$ cat config.mk
export PLATFORM = sky130hd
export DESIGN_NAME = tmc_top
export DESIGN_NICKNAME = d
export VERILOG_FILES = /design/src/hdl/tmc_pkg.sv /design/src/hdl/tmc_counter.sv /design/src/hdl/tmc_pin_sync.sv /design/src/hdl/tmc_top.sv
export VERILOG_INCLUDE_DIRS = /design/src /design/src/hdl
export SDC_FILE = /design/constraint.sdc
export NUM_CORES = 1
export LEC_CHECK = 0
export BUFFER_PORTS_ARGS = -buffer_cell sky130_fd_sc_hd__buf_2
export CAP_MARGIN = 20
export CORE_MARGIN = 5
export CORE_UTILIZATION = 40
export DETAILED_ROUTE_END_ITERATION = 7
export PLACE_DENSITY = 0.66
export SLEW_MARGIN = 25
export SYNTH_ARGS = -nofsm -noshare
export SYNTH_HDL_FRONTEND = slang
export SYNTH_SLANG_ARGS = --single-unit
$ cat constraint.sdc
create_clock -name clk_in -period 6.1 [get_ports clk_in]
set_input_delay 0.305 -clock clk_in [delete_from_list [all_inputs] [get_ports clk_in]]
set_output_delay 0.305 -clock clk_in [all_outputs]
set_load 0.03 [all_outputs]
$ cat src/hdl/tmc_params.svh
/*
 * Offsets, field positions, reset values and widths for the timer
 * mode control block.
 * Assumes a 32-bit Avalon-MM slave port with byte addresses.
 */
`ifndef TMC_PARAMS_SVH
`define TMC_PARAMS_SVH

// register indices; byte address is four times the index
`define TMC_IDX_CTRL 8'hC8
`define TMC_IDX_MODE 8'hC9
`define TMC_IDX_RELOAD 8'hCA
`define TMC_IDX_CAPTURE 8'hCB
`define TMC_IDX_COUNT 8'hCC
`define TMC_IDX_IRQ_STATUS 8'hCD
`define TMC_IDX_IRQ_MASK 8'hCE

`define TMC_AW 10
`define TMC_ADDR(idx) ({(idx), 2'b00})

`define TMC_CTRL_RESET 8'h00
`define TMC_MODE_RESET 8'h00
`define TMC_RELOAD_RESET 16'h0000
`define TMC_COUNT_RESET 16'h0000
`define TMC_COUNT_MAX 16'hFFFF
`define TMC_PIN_IDLE 1'b1

// interrupt status and mask layout
`define TMC_IRQ_OVF 0
`define TMC_IRQ_EXT 1
`define TMC_IRQ_W 2

`endif

$ cat src/hdl/tmc_pkg.sv
/*
 * Types shared by the timer mode control block.
 * Assumes tmc_params.svh supplies the numeric constants.
 */
package tmc_pkg;

  typedef struct packed {
    logic overflow_flag;
    logic ext_flag;
    logic rx_baud_select;
    logic tx_baud_select;
    logic ext_pin_enable;
    logic run_bit;
    logic count_source_select;
    logic capture_reload_select;
  } tmc_ctrl_type;

  typedef struct packed {
    logic [5:0] unused_bits;
    logic clock_out_enable;
    logic down_count_enable;
  } tmc_mode_type;

endpackage : tmc_pkg

$ cat src/hdl/tmc_counter.sv
/*
 * 16-bit up/down timer register with reload and wrap handling.
 * Assumes the caller decodes mode into tick, direction and loads.
 */
`timescale 1ns/1ps
`include "tmc_params.svh"

module tmc_counter (
  input wire logic clk_in,
  input wire logic rst_in,
  input wire logic tick_in,
  input wire logic up_in,
  input wire logic auto_in,
  input wire logic [15:0] bottom_in,
  input wire logic ext_load_in,
  input wire logic sw_we_in,
  input wire logic [15:0] sw_val_in,
  output logic [15:0] count_out,
  output logic roll_out
);

  logic [15:0] next_count;

  ////////////////////////////////////////////////////////////////////
  // down count rolls at the reload value, up count at the top
  always_comb begin
    roll_out = tick_in & (up_in ? (count_out == `TMC_COUNT_MAX)
                                : (count_out == bottom_in));
    next_count = count_out;
    if (sw_we_in) begin
      next_count = sw_val_in;
    end else if (ext_load_in) begin
      next_count = bottom_in;
    end else if (tick_in) begin
      if (roll_out) begin
        next_count = !up_in ? `TMC_COUNT_MAX :
                     (auto_in ? bottom_in : `TMC_COUNT_RESET);
      end else if (up_in) begin
        next_count = count_out + 16'h0001;
      end else begin
        next_count = count_out - 16'h0001;
      end
    end
  end

  always_ff @(posedge clk_in) begin
    if (rst_in) begin
      count_out <= `TMC_COUNT_RESET;
    end else begin
      count_out <= next_count;
    end
  end

endmodule : tmc_counter

$ cat src/hdl/tmc_pin_sync.sv
/*
 * Three-stage pin synchroniser with a debounced level and a
 * falling-edge pulse.
 * Assumes the pin is asynchronous to clk_in; idles high.
 */
`timescale 1ns/1ps
`include "tmc_params.svh"

module tmc_pin_sync (
  input wire logic clk_in,
  input wire logic rst_in,
  input wire logic pin_in,
  output logic level_out,
  output logic fall_out
);

  logic s1, s2, s3;
  logic next_level;

  ////////////////////////////////////////////////////////////////////
  // a change counts only once the last two stages agree
  always_comb begin
    next_level = (s2 == s3) ? s3 : level_out;
  end

  always_ff @(posedge clk_in) begin
    if (rst_in) begin
      s1 <= `TMC_PIN_IDLE;
      s2 <= `TMC_PIN_IDLE;
      s3 <= `TMC_PIN_IDLE;
      level_out <= `TMC_PIN_IDLE;
      fall_out <= 1'b0;
    end else begin
      s1 <= pin_in;
      s2 <= s1;
      s3 <= s2;
      level_out <= next_level;
      fall_out <= level_out & ~next_level;
    end
  end

  ////////////////////////////////////////////////////////////////////
  AST_FALL_EDGE: assert property (@(posedge clk_in) disable iff (rst_in)
    fall_out |-> !level_out && $past(level_out))
    else $error("falling edge pulse without a high-to-low level");

endmodule : tmc_pin_sync

$ cat src/hdl/tmc_top.sv
/*
 * Mode control for a 16-bit general timer: run control, source
 * select, capture/reload, baud and clock-out priority, up/down,
 * with an Avalon-MM register slave and one interrupt line.
 * Assumes pins are asynchronous; other_timer_ovf_in is a one-cycle
 * pulse on clk_in.
 */
// Design decision made here: the Avalon-MM register port.
`timescale 1ns/1ps
`include "tmc_params.svh"

// What this block does
// - count pin falls or internal ticks, by select
// - trigger fall captures count when capture enabled
// - reload on overflow unless capturing (then wrap to 0), or enabled trigger fall
// - baud select forces auto-reload, ignores capture
// - baud and clock-out outrank capture select
// - clock-out toggles count pin on overflow
// - down enable lets trigger level set direction
// - mode register resets to zero
// - run bit starts and stops counting
// - external flag set by trigger capture/reload
// - receive baud takes this or other overflow
module tmc_top (
  input wire logic clk_in,
  input wire logic rst_in,
  input wire logic [`TMC_AW-1:0] avs_address_in,
  input wire logic avs_read_in,
  input wire logic avs_write_in,
  input wire logic [31:0] avs_writedata_in,
  input wire logic [3:0] avs_byteenable_in,
  output logic [31:0] avs_readdata_out,
  output logic avs_waitrequest_out,
  input wire logic count_clock_pin_in,
  output logic count_clock_pin_out,
  output logic count_clock_pin_oe_out,
  input wire logic ext_trigger_pin_in,
  input wire logic other_timer_ovf_in,
  output logic rx_baud_clk_out,
  output logic tx_baud_clk_out,
  output logic irq_out
);

  tmc_pkg::tmc_ctrl_type ctrl, next_ctrl;
  tmc_pkg::tmc_mode_type mode, next_mode;
  logic [15:0] reload, next_reload;
  logic [15:0] capture, next_capture;
  logic [`TMC_IRQ_W-1:0] irq_st, next_irq_st;
  logic [`TMC_IRQ_W-1:0] irq_mask, next_irq_mask;
  logic [31:0] next_readdata, rdata;
  logic next_wait, next_pin, next_oe, next_rx, next_tx, next_irq;
  logic cnt_fall, trig_fall, trig_level;
  logic [15:0] count;
  logic roll;
  logic baud, clkout, capture_mode, updown, count_up, tick;
  logic trig_ev, ext_load, cap_ev, ovf_set, ext_set, ext_toggle;
  logic wr, sw_cnt_we;
  logic [`TMC_IRQ_W-1:0] irq_ev;

  ////////////////////////////////////////////////////////////////////
  // pin front ends

  tmc_pin_sync u_count_pin (
    .clk_in(clk_in),
    .rst_in(rst_in),
    .pin_in(count_clock_pin_in),
    .level_out(),
    .fall_out(cnt_fall)
  );

  tmc_pin_sync u_trig_pin (
    .clk_in(clk_in),
    .rst_in(rst_in),
    .pin_in(ext_trigger_pin_in),
    .level_out(trig_level),
    .fall_out(trig_fall)
  );

  ////////////////////////////////////////////////////////////////////
  // mode decode

  always_comb begin
    baud = ctrl.rx_baud_select | ctrl.tx_baud_select;
    // own output toggles must not be counted, hence source select 0
    clkout = mode.clock_out_enable & ~ctrl.count_source_select;
    capture_mode = ctrl.capture_reload_select & ~baud
                   & ~mode.clock_out_enable;
    updown = ~capture_mode & ~baud & mode.down_count_enable
             & ctrl.ext_pin_enable;
    count_up = ~updown | trig_level;
    tick = ctrl.run_bit
           & (ctrl.count_source_select ? cnt_fall : 1'b1);
    trig_ev = trig_fall & ctrl.ext_pin_enable;
    cap_ev = trig_ev & capture_mode;
    // trigger in baud mode only flags, it never reloads
    ext_load = trig_ev & ~capture_mode & ~baud & ~updown;
    ext_set = cap_ev | ext_load | (trig_ev & baud);
    ext_toggle = updown & roll;
    ovf_set = roll & ~baud & ~mode.clock_out_enable;
  end

  ////////////////////////////////////////////////////////////////////
  // timer register

  tmc_counter u_counter (
    .clk_in(clk_in),
    .rst_in(rst_in),
    .tick_in(tick),
    .up_in(count_up),
    .auto_in(~capture_mode),
    .bottom_in(reload),
    .ext_load_in(ext_load),
    .sw_we_in(sw_cnt_we),
    .sw_val_in(avs_writedata_in[15:0]),
    .count_out(count),
    .roll_out(roll)
  );

  ////////////////////////////////////////////////////////////////////
  // bus slave: one wait cycle, transfer on the edge with wait low

  always_comb begin
    wr = avs_write_in & ~avs_waitrequest_out & avs_byteenable_in[0];
    sw_cnt_we = wr
                & (avs_address_in == `TMC_ADDR(`TMC_IDX_COUNT));
    next_wait = ~((avs_read_in | avs_write_in) & avs_waitrequest_out);
    unique case (avs_address_in)
      `TMC_ADDR(`TMC_IDX_CTRL): rdata = {24'h000000, ctrl};
      `TMC_ADDR(`TMC_IDX_MODE): rdata = {24'h000000, mode};
      `TMC_ADDR(`TMC_IDX_RELOAD): rdata = {16'h0000, reload};
      `TMC_ADDR(`TMC_IDX_CAPTURE): rdata = {16'h0000, capture};
      `TMC_ADDR(`TMC_IDX_COUNT): rdata = {16'h0000, count};
      `TMC_ADDR(`TMC_IDX_IRQ_STATUS): rdata = {30'h00000000, irq_st};
      `TMC_ADDR(`TMC_IDX_IRQ_MASK): rdata = {30'h00000000, irq_mask};
      default: rdata = 32'h00000000;
    endcase
    next_readdata = (avs_read_in & avs_waitrequest_out) ? rdata
                                                        : avs_readdata_out;
  end

  ////////////////////////////////////////////////////////////////////
  // control, mode, reload and capture registers

  always_comb begin
    next_ctrl = ctrl;
    next_mode = mode;
    next_reload = reload;
    next_capture = capture;
    if (wr && avs_address_in == `TMC_ADDR(`TMC_IDX_CTRL)) begin
      next_ctrl = avs_writedata_in[7:0];
    end
    if (wr && avs_address_in == `TMC_ADDR(`TMC_IDX_MODE)) begin
      next_mode = avs_writedata_in[7:0];
      next_mode.unused_bits = 6'h00;
    end
    if (wr && avs_address_in == `TMC_ADDR(`TMC_IDX_RELOAD)) begin
      next_reload = avs_writedata_in[15:0];
    end
    // hardware set wins over a software clear in the same cycle
    if (ovf_set) begin
      next_ctrl.overflow_flag = 1'b1;
    end
    if (ext_set) begin
      next_ctrl.ext_flag = 1'b1;
    end else if (ext_toggle) begin
      next_ctrl.ext_flag = ~ctrl.ext_flag;
    end
    if (cap_ev) begin
      next_capture = count;
    end
  end

  ////////////////////////////////////////////////////////////////////
  // interrupts: sticky status, write one to clear, mask gates

  always_comb begin
    irq_ev = '0;
    irq_ev[`TMC_IRQ_OVF] = ovf_set;
    // up/down mode uses the external flag as a 17th bit, no event
    irq_ev[`TMC_IRQ_EXT] = ext_set;
    next_irq_st = irq_st;
    next_irq_mask = irq_mask;
    if (wr && avs_address_in == `TMC_ADDR(`TMC_IDX_IRQ_STATUS)) begin
      next_irq_st = irq_st & ~avs_writedata_in[`TMC_IRQ_W-1:0];
    end
    if (wr && avs_address_in == `TMC_ADDR(`TMC_IDX_IRQ_MASK)) begin
      next_irq_mask = avs_writedata_in[`TMC_IRQ_W-1:0];
    end
    next_irq_st = next_irq_st | irq_ev;
    next_irq = |(next_irq_st & next_irq_mask);
  end

  ////////////////////////////////////////////////////////////////////
  // pin and baud clock outputs

  always_comb begin
    next_oe = clkout;
    next_pin = (clkout & roll) ? ~count_clock_pin_out
                               : count_clock_pin_out;
    next_rx = ctrl.rx_baud_select ? roll : other_timer_ovf_in;
    next_tx = ctrl.tx_baud_select ? roll : other_timer_ovf_in;
  end

  ////////////////////////////////////////////////////////////////////

  always_ff @(posedge clk_in) begin
    if (rst_in) begin
      ctrl <= `TMC_CTRL_RESET;
      mode <= `TMC_MODE_RESET;
      reload <= `TMC_RELOAD_RESET;
      capture <= `TMC_RELOAD_RESET;
      irq_st <= '0;
      irq_mask <= '0;
      irq_out <= 1'b0;
      avs_waitrequest_out <= 1'b1;
      avs_readdata_out <= 32'h00000000;
      count_clock_pin_out <= `TMC_PIN_IDLE;
      count_clock_pin_oe_out <= 1'b0;
      rx_baud_clk_out <= 1'b0;
      tx_baud_clk_out <= 1'b0;
    end else begin
      ctrl <= next_ctrl;
      mode <= next_mode;
      reload <= next_reload;
      capture <= next_capture;
      irq_st <= next_irq_st;
      irq_mask <= next_irq_mask;
      irq_out <= next_irq;
      avs_waitrequest_out <= next_wait;
      avs_readdata_out <= next_readdata;
      count_clock_pin_out <= next_pin;
      count_clock_pin_oe_out <= next_oe;
      rx_baud_clk_out <= next_rx;
      tx_baud_clk_out <= next_tx;
    end
  end

  ////////////////////////////////////////////////////////////////////
  // checks

  AST_SRC_PIN: assert property (@(posedge clk_in) disable iff (rst_in)
    ctrl.run_bit && ctrl.count_source_select && !cnt_fall
    && !sw_cnt_we && !ext_load |=> count == $past(count))
    else $error("counter moved without a count pin fall");

  AST_CAPTURE: assert property (@(posedge clk_in) disable iff (rst_in)
    cap_ev |=> capture == $past(count))
    else $error("capture did not take the timer value");

  AST_EXT_RELOAD: assert property (@(posedge clk_in) disable iff (rst_in)
    ext_load && !sw_cnt_we |=> count == $past(reload))
    else $error("trigger fall did not reload the timer");

  AST_BAUD_RELOAD: assert property (@(posedge clk_in) disable iff (rst_in)
    baud && roll && !sw_cnt_we |=> count == $past(reload) && !ctrl.overflow_flag
    || $past(ctrl.overflow_flag))
    else $error("baud mode overflow did not auto-reload");

  AST_CLKOUT_PRIO: assert property (@(posedge clk_in) disable iff (rst_in)
    ctrl.capture_reload_select && mode.clock_out_enable && tick && count_up
    && count == `TMC_COUNT_MAX && !sw_cnt_we |=> count == $past(reload))
    else $error("clock-out did not take priority over capture");

  AST_CLKOUT: assert property (@(posedge clk_in) disable iff (rst_in)
    clkout && roll |=> count_clock_pin_out != $past(count_clock_pin_out)
    && count_clock_pin_oe_out)
    else $error("count pin did not toggle on overflow");

  AST_DOWN: assert property (@(posedge clk_in) disable iff (rst_in)
    updown && !trig_level && tick && count != reload && !sw_cnt_we
    |=> count == $past(count) - 16'h0001)
    else $error("timer did not count down with trigger low");

  AST_MODE_RESET: assert property (@(posedge clk_in) disable iff (1'b0)
    $past(rst_in) && !rst_in |-> mode == `TMC_MODE_RESET && !count_clock_pin_oe_out)
    else $error("mode register not zero after reset");

  AST_RUN_STOP: assert property (@(posedge clk_in) disable iff (rst_in)
    (!ctrl.run_bit && !sw_cnt_we && !ext_load) [*2] |-> count == $past(count))
    else $error("timer counted while stopped");

  AST_EXT_FLAG: assert property (@(posedge clk_in) disable iff (rst_in)
    cap_ev || ext_load |=> ctrl.ext_flag && irq_st[`TMC_IRQ_EXT])
    else $error("external flag not set by trigger event");

  AST_RX_CLK: assert property (@(posedge clk_in) disable iff (rst_in)
    ctrl.rx_baud_select && roll |=> rx_baud_clk_out)
    else $error("receive baud clock missed a timer overflow");

  AST_TX_CLK: assert property (@(posedge clk_in) disable iff (rst_in)
    ctrl.tx_baud_select && roll |=> tx_baud_clk_out)
    else $error("transmit baud clock missed a timer overflow");

  AST_INT_TICK: assert property (@(posedge clk_in) disable iff (rst_in)
    ctrl.run_bit && !ctrl.count_source_select && count_up && !roll
    && !sw_cnt_we && !ext_load |=> count == $past(count) + 16'h0001)
    else $error("timer missed an internal tick");

  AST_OVF_RELOAD: assert property (@(posedge clk_in) disable iff (rst_in)
    roll && count_up && !capture_mode && !sw_cnt_we |=> count == $past(reload))
    else $error("overflow did not reload the timer");

  AST_OVF_FLAG: assert property (@(posedge clk_in) disable iff (rst_in)
    ovf_set |=> ctrl.overflow_flag && irq_st[`TMC_IRQ_OVF])
    else $error("overflow flag not set on timer overflow");

endmodule : tmc_top

Word-level counts from Yosys, hierarchy flattened:

Cells that the tools add are included.
Widths: inputs -> output; s select.

* bits in registers: 110
* input bits: 53

* add/sub/neg operators: 2
* equality and inequality tests: 11
* muxes and demuxes: 20
* bitwise gates (word level): 45
* reduce and logical (&&, ||, !) cells: 9

Operators with widths (count)
* $mux 16: 7
* $pmux 16 s7: 1
* $eq 10x10->1 const B: 7
* $and 1x1->1: 25
* $add 16x1->16 const B: 1
* $eq 16x16->1: 1
* $eq 16x16->1 const B: 1
* $sub 16x1->16 const B: 1
* $not 1->1: 11
* $mux 1: 9
* $mux 8: 1
* $reduce_bool 3->1: 2
* $logic_and 1x1->1: 5
* $or 1x1->1: 5
* $and 2x2->2: 2
* $mux 2: 2
* $eq 1x1->1: 2
* $not 2->2: 1
* $or 2x2->2: 1
* $reduce_bool 2->1: 1
* $reduce_or 2->1: 1

Logic depth before layout (Yosys ltp):

* word-level depth: 17
* mapped depth: 16

Modules after synthesis:

Synthesis repeated with hierarchy kept, for this count alone.

* cell total of the unflattened synthesis: 715
* area, all modules: 5889.4 µm²

Modules (own cells, without submodules)
* tmc_top: instances 1, cells each 368, area an instance 3291.9 µm², sequential area each 1361.3 µm²
* tmc_counter: instances 1, cells each 323, area an instance 2297.2 µm², sequential area each 320.3 µm²
* tmc_pin_sync: instances 2, cells each 12, area an instance 150.1 µm², sequential area each 100.1 µm²

Worst setup path after synthesis:

No wires, ideal clock.

* path kind: reg-to-reg
* start point: register ctrl[3] (netlist bit)
* end point: register u_counter.count_out[12]
* arrival time: 3.132 ns
* data required time: 6.026 ns
* slack: 2.894 ns
* stages on the path, launching flop included: 15
* buffers on the path: 3
* clock period less this slack: 3.206 ns
* path through: dfxtp_1 -> nor2b_1 -> and4_1 -> buf_2 -> buf_1 -> buf_1 -> xnor2_1 -> ha_1 -> nand4_1 -> nor3_1 -> nor3b_1 -> a21oi_1 -> xor2_1 -> a221o_1 -> a31oi_1

* cells in the longest elaborated chain, start to end: 9
* elaborated cells between the ends (all ways): 16
* classes of those cells: mux: 7; bitwise: 8; reduce/logical: 1

Ends and longest elaborated chain
* from (decl): RTL line tmc_top.sv:44 `tmc_pkg::tmc_ctrl_type ctrl, next_ctrl;`
* from (signal assigned): RTL line tmc_top.sv:208 `` ctrl <= `TMC_CTRL_RESET; ``
* from (signal assigned): RTL line tmc_top.sv:222 `ctrl <= next_ctrl;`
* $and 1x1->1: RTL line tmc_top.sv:89 `& ctrl.ext_pin_enable;`
* $not 1->1: RTL line tmc_top.sv:90, tmc_top.sv:96
* $or 1x1->1: RTL line tmc_top.sv:90 `count_up = ~updown | trig_level;`
* $mux 1: RTL line tmc_counter.sv:27 `` roll_out = tick_in & (up_in ? (count_out == `TMC_COUNT_MAX) ``
* $and 1x1->1: RTL line tmc_counter.sv:27
* $mux 16: RTL line tmc_counter.sv:35 `if (roll_out) begin`
* $mux 16: RTL line tmc_counter.sv:34 `end else if (tick_in) begin`
* $mux 16: RTL line tmc_counter.sv:32 `end else if (ext_load_in) begin`
* $mux 16: RTL line tmc_counter.sv:30 `if (sw_we_in) begin`
* to (signal assigned): RTL line tmc_counter.sv:48 `` count_out <= `TMC_COUNT_RESET; ``
* to (signal assigned): RTL line tmc_counter.sv:50 `count_out <= next_count;`
* to (decl): RTL line tmc_counter.sv:18 `output logic [15:0] count_out,`

Parallel ways exist; a longest one is shown, timed or not. The select of a mux whose other input is x is not followed.
A chain may end at the register's enable or synchronous reset.

Worst setup path in the final report:

* start point: register mode[1] (netlist bit)
* end point: register u_counter.count_out[1]

* cells in the longest elaborated chain, start to end: 14
* elaborated cells between the ends (all ways): 21
* classes of those cells: mux: 8; bitwise: 12; reduce/logical: 1

Ends and longest elaborated chain
* from (decl): RTL line tmc_top.sv:45 `tmc_pkg::tmc_mode_type mode, next_mode;`
* from (signal assigned): RTL line tmc_top.sv:209 `` mode <= `TMC_MODE_RESET; ``
* from (signal assigned): RTL line tmc_top.sv:223 `mode <= next_mode;`
* $not 1->1 *: RTL line tmc_top.sv:87 `& ~mode.clock_out_enable;`
* $and 1x1->1 *: RTL line tmc_top.sv:87
* $not 1->1
* $and 1x1->1 (2 in series): RTL line tmc_top.sv:88 `updown = ~capture_mode & ~baud & mode.down_count_enable`
* $and 1x1->1: RTL line tmc_top.sv:89
* $not 1->1: RTL line tmc_top.sv:90, tmc_top.sv:96
* $or 1x1->1: RTL line tmc_top.sv:90
* $mux 1: RTL line tmc_counter.sv:27
* $and 1x1->1: RTL line tmc_counter.sv:27
* $mux 16: RTL line tmc_counter.sv:35
* $mux 16: RTL line tmc_counter.sv:34
* $mux 16: RTL line tmc_counter.sv:32
* $mux 16: RTL line tmc_counter.sv:30

Mark *: on every way between the ends. The rest lies on a longest branch, timed or not. The select of a mux whose other input is x is not followed.

==> flow_summary.ini <==
[outcome]
status = finished clean

[sta]
fin_tns_setup_ns = 0
rsz0062_at_grt = no
setup_slack_ns = 2.299
finClkSkew_ns = 0.005383
worst_slew_pin_slew_ns = 1.059
hold_viol_final = 0
finalCritPeriodShare = 0.6231
maxSlewViolCount = 0
timing.final.crit_period_ns = 3.801
slew_headroom = 0.2943
setup_viol = 0
fmax_ghz = 0.2631

[finish]
drive_above_1_share = 0.1319
final_util = 0.4570
area_growth_pct = 11.60
seqCellArea_um2 = 1882
layout.cells.non_filler = 900
nets = 777
fillers = 1322
multiInputGateArea_um2 = 2965
num_antenna_cells = 0

[clock_tree]
cts-root-buf = clkbuf_16
cts_tree = yes
clk_pin_slew_ns = 0.07
post_cts_buffers = 0
numCtsBuffers = 9
cts_hold_buf = 0
cts_buffer_depth = 2
ctsResizeCount = 0
cts.sinks = 94
clk_latency_ns = 0.35
cts_max_level = 3

[synth]
synth_largest_area_cell = dfxtp_1
ys_ff_latch = 94
netlist_area_um2 = 5167
synth_cells = 700
synth_top_area_frac = 0.3642
async_flop_share = 0
yosys_warnings = 0
synth.top_cells.by_count = 124 x nand2_1, 97 x a21oi_1, 94 x dfxtp_1, 66 x nor2_1, 37 x clkbuf_1
synthFlopType = dfxtp_1
synth_edf_count = 0
syn_area_per_cell_um2 = 7.382
synth_cell_type_count = 62
yosysMostFrequentCell = nand2_1
synth_area_leaders = dfxtp_1 36%, a21oi_1 9.4%, nand2_1 9.0%
yosysSeqAreaShare = 0.3642

[worst_setup_path]
reg2reg_depth = 10
end_kind = flop
crit_slowest_cell = and4_1
worst-path-buf-inv = 1
cp_max_fo = 28
crit_path_start_kind = flop
crit_end = u_counter.count_out[1]$_SDFFE_PP0P_
crit_chain = nand2b_1 -> and4_1 -> o221ai_1 -> o41ai_1 -> nand3_1 -> nor4_4 -> buf_4 -> nor2_1 -> a221oi_1 -> nor4_1
reg2reg_to = u_counter.count_out[1]$_SDFFE_PP0P_
worstPathArrival_ns = 4.00
cp.depth = 10
criticalPathCategory = flop to flop
cp-startpoint = mode[1]$_SDFFE_PP0P_
r2r-start = mode[1]$_SDFFE_PP0P_
reg2reg_slack_ns = 2.30
cp_data_required_time_ns = 6.30
crit_family = simple AND/OR/NAND/NOR gates
max_stage_delay_ns = 0.92

[grt]
grtUsageTotal = 0.2202
grt_remaining_overflow = 0
grt_pass1_wl_mm = 26.27
grt_pass1_vias = 5090
grt_max_degree = 85
antenna_found_initial = 0

[power]
p_leak_nw = 1.974
seq_power_share = 0.496
report.power.total_mw = 1.244
switchingPower_uw = 323.0
internal_power_uw = 920.7
pwr-share-comb = 0.044
ir_drop_mv = 0.1615
power_density_nw_per_um2 = 215.7
switching_share = 0.2597
clkPwrFrac = 0.459

[worst_hold_path]
hp-class = input port to flop

[place]
place_ws_ns = 2.324
dp_hpwl_mm = 11.47
dp.cells = 884
io_buffers = 55
gp_congestion = 0.8890

[routing]
avgViaCountPerCell = 6.008
route.detailed.drc = 0
avgRoutedWirePerCell_um = 18.39
antenna_left = 0
drtIter0Drc = 690
via_count = 5407
wl_mm = 16.55
dr.pass1.iters = 6

[die]
start_util = 0.4095
core_area_um2 = 12620
dieHeight_um = 123.7
die-area_um2 = 15290
io_pins = 91
fp.dieW_um = 123.7
rows = 41

[flow_run]
drv_cap = 0
## sequential cells by signal, summed over array words and instances, names as in the netlist, 2 cells and up
name and count:
reload 16, ctrl 8, mode 2, irq_mask 2
irq_st 2, avs_readdata_out 16, u_counter.count_out 16, capture 16
## cell usage in the layout (no fill, tap or decap), types with 4 or more instances in the layout
master     synthesis  layout
dfxtp_1           94      94
nand2b_1           4       4
nor3_1            25      25
o211ai_1           4       4
o22ai_1            4       4
nand2_1          124     124
clkbuf_16          0       9
a21oi_1           97      97
a211oi_1           5       5
a31oi_1           11      11
a221oi_1          10      10
or3_1              5       5
a311o_1            4       4
nand3_1           19      19
inv_1             17      17
and3_1             5       5
o21ai_0           16      16
or2_2              8       8
conb_1             1      16
nand4_1            6       6
xnor2_1           12      12
nor4_1            14      13
mux2i_1            6       6
buf_4             16       8
buf_2              6      55
a22oi_1           16      16
nor3b_1            5       5
a21o_1             4       4
nor2_1            66      65
a222oi_1           8       8
## per-layer routing
layer | vias to the layer above | wire length [um] | track usage
li1 | 2531 | - | -
met1 | 2521 | 6938 | 0.2849
met2 | 304 | 7453 | 0.3548
met3 | 51 | 1565 | 0.05450
met4 | 0 | 597 | 0.08166
met5 | - | 0 | 0
## stage by stage
stage | hold WS [ns] | area (um2)
global route | 0.1153 | 5767
finish | 0.1300 | 5767
floorplan | 0.3895 | 5224
global placement | 0.3940 | 5456
CTS | 0.1239 | 5764
detailed placement | 0.4025 | 5463
## cell families after synthesis
logic type      after synthesis  share of synthesized area
compound gates              201                     0.2528
xor+xnor                     15                    0.02542
fa+ha+maj                     1                   0.002421
buf+inv                      84                    0.07579
flops                        94                     0.3642
mux                           6                    0.01162
other cells                   1                  0.0007257
simple gates                298                     0.2671
## cell type report
class,count,area share
Sequential cell,94,0.3263
Tap cell,172,0.03732
Clock buffer,9,0.03905
Inverter,18,0.01172
Multi-Input combinational cell,537,0.5142
Timing Repair Buffer,63,0.05815
Clock inverter,7,0.01323
## power groups by stage
stage | registers (mW) | logic [mW] | clock network [mW]
6_report | 0.617 | 0.0549 | 0.571
4_1_cts | 0.617 | 0.0548 | 0.576
5_1_grt | 0.618 | 0.0599 | 0.605
3_3_place_gp | 0.632 | 0.0533 | 0
3_5_place_dp | 0.632 | 0.0546 | 0
2_1_floorplan | 0.634 | 0.0377 | 0
## how the worst min path moves through the flow
stage                                    startpoint                         to  slack [ns]  cells past startpoint
after floorplan           u_count_pin.s1$_SDFF_PP1_  u_count_pin.s2$_SDFF_PP1_        0.39                      1
after global placement    u_count_pin.s1$_SDFF_PP1_  u_count_pin.s2$_SDFF_PP1_        0.39                      1
after detailed placement   u_trig_pin.s1$_SDFF_PP1_   u_trig_pin.s2$_SDFF_PP1_        0.40                      1
after CTS                        count_clock_pin_in  u_count_pin.s1$_SDFF_PP1_        0.12                      2
after global routing             count_clock_pin_in  u_count_pin.s1$_SDFF_PP1_        0.12                      2
final                            count_clock_pin_in  u_count_pin.s1$_SDFF_PP1_        0.13                      2
Note: power is estimated with default switching activity, not from simulation.
